$ cat config.mk
export PLATFORM = sky130hd
export DESIGN_NAME = sacc_top
export DESIGN_NICKNAME = d
export VERILOG_FILES = /design/src/design/sacc_pkg.sv /design/src/design/sacc_top.sv /design/src/design/sacc_sar.sv
export SDC_FILE = /design/constraint.sdc
export NUM_CORES = 1
export LEC_CHECK = 0
export BUFFER_PORTS_ARGS = -buffer_cell sky130_fd_sc_hd__buf_2
export CAP_MARGIN = 20
export CELL_PAD_IN_SITES_DETAIL_PLACEMENT = 1
export CELL_PAD_IN_SITES_GLOBAL_PLACEMENT = 2
export CORE_ASPECT_RATIO = 0.8
export CORE_MARGIN = 2
export CORE_UTILIZATION = 30
export CTS_CLUSTER_DIAMETER = 200
export DETAILED_ROUTE_END_ITERATION = 16
export PLACE_DENSITY = 0.7
export SLEW_MARGIN = 10
export SYNTH_ARGS = -nofsm -noshare
export SYNTH_HDL_FRONTEND = slang
export SYNTH_SLANG_ARGS = --single-unit
$ cat constraint.sdc
create_clock -name CLK -period 8.2 [get_ports CLK]
set_input_delay 0.82 -clock CLK [delete_from_list [all_inputs] [get_ports CLK]]
set_output_delay 0.82 -clock CLK [all_outputs]
set_load 0.01 [all_outputs]
$ cat src/design/sacc_pkg.sv
// Shared constants and types of the converter control block.
package sacc_pkg;
    // System clock rate and default conversion clock rate.
    localparam int unsigned CLK_HZ = 100_000_000;
    localparam int unsigned SAR_CLK_HZ_DEF = 4_000_000;
    // Register byte offsets.
    localparam logic [7:0] OFF_CTRL = 8'h00;
    localparam logic [7:0] OFF_RESULT = 8'h04;
    localparam logic [7:0] OFF_STATUS = 8'h08;
    localparam logic [7:0] OFF_MASK = 8'h0C;
    localparam logic [7:0] OFF_PORT = 8'h10;
    // Fields of the converter control word.
    localparam int TRIG_LSB = 0;
    localparam int TRIG_MSB = 2;
    localparam int EDGE_BIT = 3;
    localparam int GAIN_BIT = 4;
    localparam int START_BIT = 5;
    localparam int CHAN_LSB = 11;
    localparam int CHAN_MSB = 14;
    localparam int CTRL_W = 15;
    localparam logic [14:0] CTRL_RST = 15'h0000;
    // Start source codes held in the trigger-select field.
    localparam logic [2:0] TRIG_SOFT = 3'h0;
    localparam logic [2:0] TRIG_CONT = 3'h1;
    localparam logic [2:0] TRIG_TIMER = 3'h2;
    localparam logic [2:0] TRIG_PIN = 3'h3;
    // Status and mask bits.
    localparam int ST_DONE = 0;
    localparam int ST_OVR = 1;
    localparam int ST_RSVD = 2;
    localparam int ST_W = 3;
    localparam logic [2:0] MASK_RST = 3'h0;
    // Port bit 4 register fields.
    localparam int PORT_OUT = 0;
    localparam int PORT_DIR = 1;
    localparam int PORT_PIN = 2;
    localparam logic [1:0] PORT_RST = 2'h0;
    // Channel codes.
    localparam logic [3:0] CH_SE_LAST = 4'h7;
    localparam logic [3:0] CH_DIFF_FIRST = 4'hA;
    localparam logic [3:0] CH_DIFF_LAST = 4'hD;
    localparam logic [3:0] CH_TRIM = 4'hF;
    // Reference selections toward the input multiplexer.
    localparam logic [1:0] REF_GND = 2'h0;
    localparam logic [1:0] REF_PAIR = 2'h1;
    localparam logic [1:0] REF_CM = 2'h2;
    // Stage and whole-conversion lengths in half conversion-clock periods.
    localparam logic [5:0] HALF_AMP = 6'h15;
    localparam logic [5:0] HALF_TRACK = 6'h0C;
    localparam logic [5:0] HALF_UNITY = 6'h20;
    localparam logic [5:0] HALF_GAIN = 6'h35;
    // Result width.
    localparam int RES_W = 10;
    // Conversion sequencer states.
    typedef enum logic [1:0] {S_IDLE, S_AMP, S_TRACK, S_CONV} sacc_state_e;
endpackage

$ cat src/design/sacc_top.sv
// Conversion control for a 10-bit SAR converter behind an AHB-Lite slave.
//
// What this block does
// - Start on selectable edge of trigger pin.
// - Pin triggers only when select field chooses it.
// - Codes 0-7: input n against ground.
// - Codes A-D: even/odd input pairs differential.
// - Codes 8,9,E reserved; F common-mode trim.
// - Unity gain: track then hold, 16 periods.
// - Gain sixteen: three stages, 26.5 periods.
// - Amplify, then track, then hold, in order.
// - Track both channels, hold, convert 10 bits.
// - Same bit decisions for every gain.
// - Starts: software, continuous, timer, pin.
`timescale 1ns/1ns
module sacc_top
    import sacc_pkg::*;
#(
    parameter int unsigned SAR_CLK_HZ = sacc_pkg::SAR_CLK_HZ_DEF
) (
    // Clock and reset.
    input wire logic CLK,
    input wire logic SYS_RST,
    // AHB-Lite slave.
    input wire logic HSEL,
    input wire logic [31:0] HADDR,
    input wire logic [1:0] HTRANS,
    input wire logic HWRITE,
    input wire logic [2:0] HSIZE,
    input wire logic [31:0] HWDATA,
    input wire logic HREADY,
    output logic [31:0] HRDATA,
    output logic HREADYOUT,
    output logic HRESP,
    // Interrupt.
    output logic IRQ,
    // Start sources and shared port pin.
    input wire logic TIMER_TRIG,
    input wire logic PORT0_BIT4_IN,
    output logic PORT0_BIT4_OUT,
    output logic PORT0_BIT4_OE,
    // Analog multiplexer and track/hold controls.
    output logic [2:0] SIG_CH,
    output logic [2:0] REF_CH,
    output logic [1:0] REF_SEL,
    output logic PGA_TRACK,
    output logic ADC_TRACK,
    output logic ADC_HOLD,
    // Comparator and trial code.
    input wire logic COMP_IN,
    output logic [9:0] DAC_CODE
);
    import sacc_pkg::*;

    // System cycles per half conversion-clock period, at least one.
    localparam int HALF_CYC = (CLK_HZ / (2 * SAR_CLK_HZ)) > 0 ? (CLK_HZ / (2 * SAR_CLK_HZ)) : 1;

    // Bus data-phase state.
    logic rd_q, rd_d, wr_q, wr_d, rdy_q, rdy_d;
    logic [7:0] adr_q, adr_d;
    logic [31:0] rdata_q, rdata_d;
    // Software-visible registers.
    logic [CTRL_W-1:0] ctrl_q, ctrl_d;
    logic [ST_W-1:0] stat_q, stat_d, mask_q, mask_d, stat_set;
    logic [1:0] port_q, port_d;
    logic [RES_W-1:0] res_q, res_d;
    logic irq_q, irq_d;
    logic sw_start, sw_start_q; // Software start strobe, registered so it sees the fields written with it.
    logic stat_clr; // Status read completes this cycle.
    // Sequencer state.
    sacc_state_e state_q, state_d;
    logic [5:0] ph_q, ph_d; // Half ticks spent in the current stage.
    logic [5:0] tcnt_q, tcnt_d; // Half ticks since the conversion began.
    logic [15:0] div_q, div_d;
    logic tick_q, tick_d;
    logic gain_q, gain_d;
    logic pin_q; // Pin level one cycle ago.
    logic [2:0] sig_q, sig_d, refc_q, refc_d;
    logic [1:0] rsel_q, rsel_d;
    logic pga_q, pga_d, trk_q, trk_d, hld_q, hld_d;
    logic sar_start, sar_done;
    logic [RES_W-1:0] sar_code, sar_res;
    // Decoded control fields and start requests.
    logic [2:0] trig;
    logic [3:0] chan;
    logic pin_edge, req, rsvd_code;

    assign trig = ctrl_q[TRIG_MSB:TRIG_LSB];
    assign chan = ctrl_q[CHAN_MSB:CHAN_LSB];

    // Bus slave: writes act in the data phase; reads take one wait state.
    always_comb
    begin
        rd_d = 1'b0;
        wr_d = 1'b0;
        adr_d = adr_q;
        rdy_d = 1'b1;
        rdata_d = rdata_q;
        stat_clr = 1'b0;
        if (rd_q)
        begin
            // Wait cycle: sample the register and finish the read.
            rdata_d = 32'h0000_0000;
            stat_clr = (adr_q == OFF_STATUS);
            case (adr_q)
                OFF_CTRL: rdata_d[CTRL_W-1:0] = ctrl_q;
                OFF_RESULT: rdata_d[RES_W-1:0] = res_q;
                OFF_STATUS: rdata_d[ST_W-1:0] = stat_q;
                OFF_MASK: rdata_d[ST_W-1:0] = mask_q;
                OFF_PORT: rdata_d[PORT_PIN:0] = {PORT0_BIT4_IN, port_q};
                default: rdata_d = 32'h0000_0000; // Unmapped reads as zero.
            endcase
        end
        else if (HSEL && HREADY && HTRANS[1])
        begin
            // Address phase taken.
            adr_d = HADDR[7:0];
            rd_d = !HWRITE;
            wr_d = HWRITE;
            rdy_d = HWRITE;
        end
    end

    // Control, mask, port and status registers.
    always_comb
    begin
        ctrl_d = ctrl_q;
        mask_d = mask_q;
        port_d = port_q;
        sw_start = 1'b0;
        if (wr_q)
        begin
            case (adr_q)
                OFF_CTRL:
                begin
                    ctrl_d = HWDATA[CTRL_W-1:0];
                    ctrl_d[START_BIT] = 1'b0; // Start bit never stored.
                    sw_start = HWDATA[START_BIT];
                end
                OFF_MASK: mask_d = HWDATA[ST_W-1:0];
                OFF_PORT: port_d = HWDATA[PORT_DIR:PORT_OUT];
                default: ctrl_d = ctrl_q; // Other writes are ignored.
            endcase
        end
        // A new event wins over the read that clears it.
        stat_d = (stat_clr ? '0 : stat_q) | stat_set;
        irq_d = |(stat_d & mask_d);
    end

    // Start requests from the four sources.
    always_comb
    begin
        // Pin edges count only when the select field routes the pin here.
        pin_edge = (trig == TRIG_PIN) && (ctrl_q[EDGE_BIT] ? (PORT0_BIT4_IN && !pin_q) : (!PORT0_BIT4_IN && pin_q));
        // Software, continuous, timer and pin sources.
        req = ((trig == TRIG_SOFT) && sw_start_q) || ((trig == TRIG_CONT) && (state_q == S_IDLE))
            || ((trig == TRIG_TIMER) && TIMER_TRIG) || pin_edge;
        rsvd_code = (chan > CH_SE_LAST) && (chan < CH_DIFF_FIRST) || (chan > CH_DIFF_LAST) && (chan != CH_TRIM);
    end

    // Conversion sequencer with its divider and multiplexer decode.
    always_comb
    begin
        state_d = state_q;
        ph_d = ph_q;
        gain_d = gain_q;
        sig_d = sig_q;
        refc_d = refc_q;
        rsel_d = rsel_q;
        res_d = res_q;
        stat_set = '0;
        sar_start = 1'b0;
        // Divider restarts with each conversion so stages are whole ticks.
        div_d = (state_q == S_IDLE || div_q == 16'(HALF_CYC - 1)) ? 16'h0000 : div_q + 16'h0001;
        tick_d = (state_q != S_IDLE) && (div_q == 16'(HALF_CYC - 1));
        tcnt_d = (state_q == S_IDLE) ? 6'h00 : tcnt_q + 6'(tick_q);
        case (state_q)
            S_IDLE:
            begin
                if (req && rsvd_code)
                begin
                    stat_set[ST_RSVD] = 1'b1; // Reserved code: no conversion.
                end
                else if (req)
                begin
                    gain_d = ctrl_q[GAIN_BIT];
                    ph_d = 6'h00;
                    state_d = ctrl_q[GAIN_BIT] ? S_AMP : S_TRACK;
                    if (chan <= CH_SE_LAST)
                    begin
                        sig_d = chan[2:0]; // Single-ended against ground.
                        refc_d = 3'h0;
                        rsel_d = REF_GND;
                    end
                    else if (chan == CH_TRIM)
                    begin
                        sig_d = 3'h0; // Both sides on the common-mode source.
                        refc_d = 3'h0;
                        rsel_d = REF_CM;
                    end
                    else
                    begin
                        sig_d = {chan[1:0] - 2'h2, 1'b0}; // Even input signal, odd reference.
                        refc_d = {chan[1:0] - 2'h2, 1'b1};
                        rsel_d = REF_PAIR;
                    end
                end
            end
            S_AMP:
            begin
                // Gain stage tracks and holds the difference first.
                if (tick_q)
                begin
                    ph_d = ph_q + 6'h01;
                    if (ph_q == HALF_AMP - 6'h01)
                    begin
                        ph_d = 6'h00;
                        state_d = S_TRACK;
                    end
                end
            end
            S_TRACK:
            begin
                // Both input capacitors track, then hold starts the bit decisions.
                if (tick_q)
                begin
                    ph_d = ph_q + 6'h01;
                    if (ph_q == HALF_TRACK - 6'h01)
                    begin
                        state_d = S_CONV;
                        sar_start = 1'b1;
                    end
                end
            end
            S_CONV:
            begin
                if (sar_done)
                begin
                    res_d = sar_res;
                    stat_set[ST_DONE] = 1'b1;
                    state_d = S_IDLE;
                end
            end
            default: state_d = S_IDLE;
        endcase
        // A start that finds the converter busy is dropped and flagged.
        if (req && state_q != S_IDLE && trig != TRIG_CONT)
        begin
            stat_set[ST_OVR] = 1'b1;
        end
        pga_d = (state_d == S_AMP);
        trk_d = (state_d == S_TRACK);
        hld_d = (state_d == S_CONV);
    end

    // Bit decisions shared by both gain settings.
    sacc_sar #(.W(RES_W)) u_sar (
        .clk(CLK),
        .rst(SYS_RST),
        .tick(tick_q),
        .start(sar_start),
        .comp(COMP_IN),
        .code_q(sar_code),
        .result_q(sar_res),
        .done_q(sar_done)
    );

    // All state registers.
    always_ff @(posedge CLK or posedge SYS_RST)
    begin
        if (SYS_RST)
        begin
            rd_q <= 1'b0;
            wr_q <= 1'b0;
            adr_q <= 8'h00;
            rdy_q <= 1'b1;
            rdata_q <= 32'h0000_0000;
            ctrl_q <= CTRL_RST;
            mask_q <= MASK_RST;
            stat_q <= '0;
            port_q <= PORT_RST;
            res_q <= '0;
            irq_q <= 1'b0;
            sw_start_q <= 1'b0;
            state_q <= S_IDLE;
            ph_q <= 6'h00;
            tcnt_q <= 6'h00;
            div_q <= 16'h0000;
            tick_q <= 1'b0;
            gain_q <= 1'b0;
            pin_q <= 1'b0;
            sig_q <= 3'h0;
            refc_q <= 3'h0;
            rsel_q <= REF_GND;
            pga_q <= 1'b0;
            trk_q <= 1'b0;
            hld_q <= 1'b0;
        end
        else
        begin
            rd_q <= rd_d;
            wr_q <= wr_d;
            adr_q <= adr_d;
            rdy_q <= rdy_d;
            rdata_q <= rdata_d;
            ctrl_q <= ctrl_d;
            mask_q <= mask_d;
            stat_q <= stat_d;
            port_q <= port_d;
            res_q <= res_d;
            irq_q <= irq_d;
            sw_start_q <= sw_start;
            state_q <= state_d;
            ph_q <= ph_d;
            tcnt_q <= tcnt_d;
            div_q <= div_d;
            tick_q <= tick_d;
            gain_q <= gain_d;
            pin_q <= PORT0_BIT4_IN;
            sig_q <= sig_d;
            refc_q <= refc_d;
            rsel_q <= rsel_d;
            pga_q <= pga_d;
            trk_q <= trk_d;
            hld_q <= hld_d;
        end
    end

    // Outputs straight from flip-flops, HRESP tied low; the pin direction is left to software.
    assign HRDATA = rdata_q;
    assign HREADYOUT = rdy_q;
    assign HRESP = 1'b0;
    assign IRQ = irq_q;
    assign PORT0_BIT4_OUT = port_q[PORT_OUT];
    assign PORT0_BIT4_OE = port_q[PORT_DIR];
    assign SIG_CH = sig_q;
    assign REF_CH = refc_q;
    assign REF_SEL = rsel_q;
    assign PGA_TRACK = pga_q;
    assign ADC_TRACK = trk_q;
    assign ADC_HOLD = hld_q;
    assign DAC_CODE = sar_code;
endmodule // sacc_top

$ cat src/design/sacc_sar.sv
// Successive-approximation bit-decision engine.
`timescale 1ns/1ns
module sacc_sar #(
    parameter int W = 10
) (
    // Clock and reset.
    input wire logic clk,
    input wire logic rst,
    // Half-period tick, start pulse and comparator.
    input wire logic tick,
    input wire logic start,
    input wire logic comp,
    // Trial code, result and completion pulse.
    output logic [W-1:0] code_q,
    output logic [W-1:0] result_q,
    output logic done_q
);
    logic [W-1:0] code_d, result_d;
    logic [$clog2(W)-1:0] bit_q, bit_d; // Bit under trial.
    logic half_q, half_d; // Low: settle half, high: decide half.
    logic run_q, run_d;
    logic done_d;

    // One bit per conversion-clock period, MSB first, same for every gain.
    always_comb
    begin
        code_d = code_q;
        result_d = result_q;
        bit_d = bit_q;
        half_d = half_q;
        run_d = run_q;
        done_d = 1'b0;
        if (start)
        begin
            // Trial begins at mid-scale.
            code_d = '0;
            code_d[W-1] = 1'b1;
            bit_d = ($clog2(W))'(W - 1);
            half_d = 1'b0;
            run_d = 1'b1;
        end
        else if (run_q && tick)
        begin
            if (!half_q)
            begin
                half_d = 1'b1;
            end
            else
            begin
                // Comparator low means the trial overshot.
                if (!comp)
                begin
                    code_d[bit_q] = 1'b0;
                end
                half_d = 1'b0;
                if (bit_q == '0)
                begin
                    run_d = 1'b0;
                    done_d = 1'b1;
                    result_d = code_d;
                end
                else
                begin
                    bit_d = bit_q - 1'b1;
                    code_d[bit_d] = 1'b1;
                end
            end
        end
    end

    // Registers of the engine.
    always_ff @(posedge clk or posedge rst)
    begin
        if (rst)
        begin
            code_q <= '0;
            result_q <= '0;
            bit_q <= '0;
            half_q <= 1'b0;
            run_q <= 1'b0;
            done_q <= 1'b0;
        end
        else
        begin
            code_q <= code_d;
            result_q <= result_d;
            bit_q <= bit_d;
            half_q <= half_d;
            run_q <= run_d;
            done_q <= done_d;
        end
    end
endmodule // sacc_sar

==> qor.yml <==
outcome: "complete, no violations"
synth.distinct_cells: 64
finalHoldViolations: 0
arrival_ns: 3.08
synthCells: 584
core_area_um2: 19600
die_area_um2: 21000
routed_via_density: 4.76
p_switching_w: 0.000357
slew_headroom_pct: 37.2
synth-async-reset-ratio_pct: 100
die_x_um: 162
ys_seq_area_share_pct: 51.7
via_count: 4429
drt-initial-drc-count: 210
drt-pass1-iter-count: 4
wl_um: 15000
yosysWarnings: 0
cts_setup_buffers: 0
synth_area_um2: 5950
grt_first_pass_wirelength_um: 25000
final_area_um2: 7030
fin_tns_setup_ns: 0
worst_ep_required_time_ns: 8.50
place_area_um2: 6460
die_y_um: 130
drc_errors: 0
period_needed_ns: 2.78
fill_cells: 2236
swShare_pct: 24.3
p_leak_nw: 3.31
fmax_mhz: 360
synth.avg_cell_area_um2: 10.2
cts_hold_buf: 0
ir_drop_v: 0.000140
hpwl_um: 10900
ios: 135
h-tree-depth: 4
finalCritPeriodShare_pct: 33.9
maxCapViolations: 0
nets: 743
stdcell_count: 930
wl_per_cell_um: 16.2
grt_max_degree: 73
insertion_delay_ns: 0.41
gp_congestion: 0.792
synth-main-ff-cell: "dfrtp_1"
clockPowerShare_pct: 49.7
initial_utilization_pct: 30.3
layout-drive-gt1-share_pct: 20.7
setup_viol: 0
crit_type: "register to register"
ant_nets: 0
rsz0062_at_grt: "false"
total_power_w: 0.00147
yosys_register_bits: 123
cts_buffer_depth: 2
synth-edff-count: 0
insertedDiodeCount: 0
cp-end-kind: "register"
area_delta_synth_final_pct: 18.0
grt_usage_pct: 15.1
post_cts.resized_instances: 0
combPwrFrac_pct: 5.9
grt_overflow: 0
cts_tree: "yes"
seqPwrFrac_pct: 44.4
multiInputGateArea_um2: 2580
clock_sinks: 123
slew_violations: 0
hold_path_class: "register to register"
grt_pass1_vias: 4711
numCtsBuffers: 17
io_buffers: 71
crit_path_start_kind: "register"
place_inst: 898
clk_pin_slew_worst_paths_ns: 0.06
antenna_found_initial: 0
power_density_nw_per_um2: 209
cp_max_fo: 12
power.internal_w: 0.00111
cts_root_buf: "clkbuf_16"
regArea_um2: 3080
fin_skew_ns: 0.00591
worst_pin_slew_ns: 0.942
placementRows: 46
worst paths after layout:
kind	from	to	slack [ns]	cells past startpoint
hold reg to reg	SIG_CH[1]	SIG_CH[1]	0.48	2
max in group asynchronous	SYS_RST	u_sar.bit_q[2]	6.30	3
setup / recovery	state_q[0]	REF_CH[1]	5.42	7
hold / removal	SIG_CH[1]	SIG_CH[1]	0.48	2
min in group asynchronous	SYS_RST	adr_q[6]	0.50	2
setup reg to reg	state_q[0]	REF_CH[1]	5.42	7
power by group through the flow:
stage,sequential (W),clock (W),combinational [W]
floorplan,0.000651,0,0.0000745
global placement,0.000663,0,0.0000847
detailed placement,0.000664,0,0.0000873
CTS,0.000654,0.000748,0.0000879
global route,0.000657,0.000775,0.0000966
finish,0.000653,0.000731,0.0000862
synth_stat cells (8+ instances only):
master,n,share of area (%)
nor2_1,60,3.8
xnor2_1,8,1.2
a21oi_1,28,2.4
mux2_1,15,2.8
nand2_1,61,3.8
buf_4,20,2.5
inv_1,27,1.7
nand4_1,8,0.84
mux2_2,19,3.6
nand2b_1,9,0.95
o22ai_1,8,0.84
nor3_1,8,0.67
xor2_1,8,1.2
o21ai_1,29,2.4
mux2i_1,11,1.8
nand3_1,16,1.3
o21ai_0,22,1.8
clkbuf_1,12,0.76
ha_1,13,2.7
dfrtp_1,122,51
per-layer routing:
metal	GRT usage, %	vias up	wire length [µm]
met4	6.04	0	229
met5	0	-	0
met3	2.99	14	492
li1	-	2133	-
met1	20.1	2203	7380
met2	24.5	79	6930
worst max-delay path: stages, from the launching register on:
cell and delay, ns:
dfrtp_1 0.47, inv_1 0.15, ha_1 0.45, nand3b_1 0.15
o21a_1 0.15, o22ai_1 0.42, nand3_1 0.44, mux2_1 0.43
placed cells by master, fill, tap and decap left out, drive strengths merged, types with 6 or more instances in the layout:
cell type  synthesis  routed
conb               1      18
a21oi             28      28
xnor2              8       8
xor2               8       8
nand3             16      16
nand2             62      62
clkbuf            13      20
o21ai             51      51
nor2              61      61
dfrtp            122     122
ha                13      13
nand2b             9       9
o31ai              6       6
inv               28      29
mux2              36      36
nand4              8       8
nor3               8       8
a22oi              6       6
o22ai              8       8
mux2i             11      11
buf               26      72
state kept, by name (all words and copies together), names as in the netlist, 2 cells and up:
register / count
HRDATA: 15
REF_CH: 3
SIG_CH: 3
adr_q: 8
ctrl_q: 14
div_q: 16
mask_q: 3
ph_q: 6
port_q: 2
res_q: 10
stat_q: 3
state_q: 2
u_sar.bit_q: 4
u_sar.code_q: 10
u_sar.result_q: 10
area by class of cell:
cell class / instances / share of cell area [%]
flip-flops and latches: 123 / 43.8
clock buffers: 20 / 6.36
inverters: 28 / 1.53
well taps: 264 / 4.70
clock inverters: 12 / 1.76
repair buffers: 72 / 5.16
multi-input cells: 411 / 36.7
cells by family (layout without fill, tap and decap cells):
family | after synthesis | count (layout) | share of synthesized area, %
compound gates | 119 | 119 | 11.8
xor+xnor | 16 | 16 | 2.35
fa+ha+maj | 13 | 13 | 2.73
buf+inv | 67 | 132 | 6.22
flops | 123 | 123 | 51.7
mux | 47 | 47 | 8.78
other cells | 1 | 18 | 0.0630
simple gates | 198 | 198 | 16.3
per-stage QoR:
stage	setup slack, ns	hold slack, ns	util [%]
finish	5.42	0.483	35.8
global route	5.15	0.511	35.8
CTS	5.39	0.485	35.8
detailed placement	5.40	0.471	32.9
global placement	5.52	0.465	32.9
floorplan	4.11	0.448	-
(Power assumes the default switching activity.)
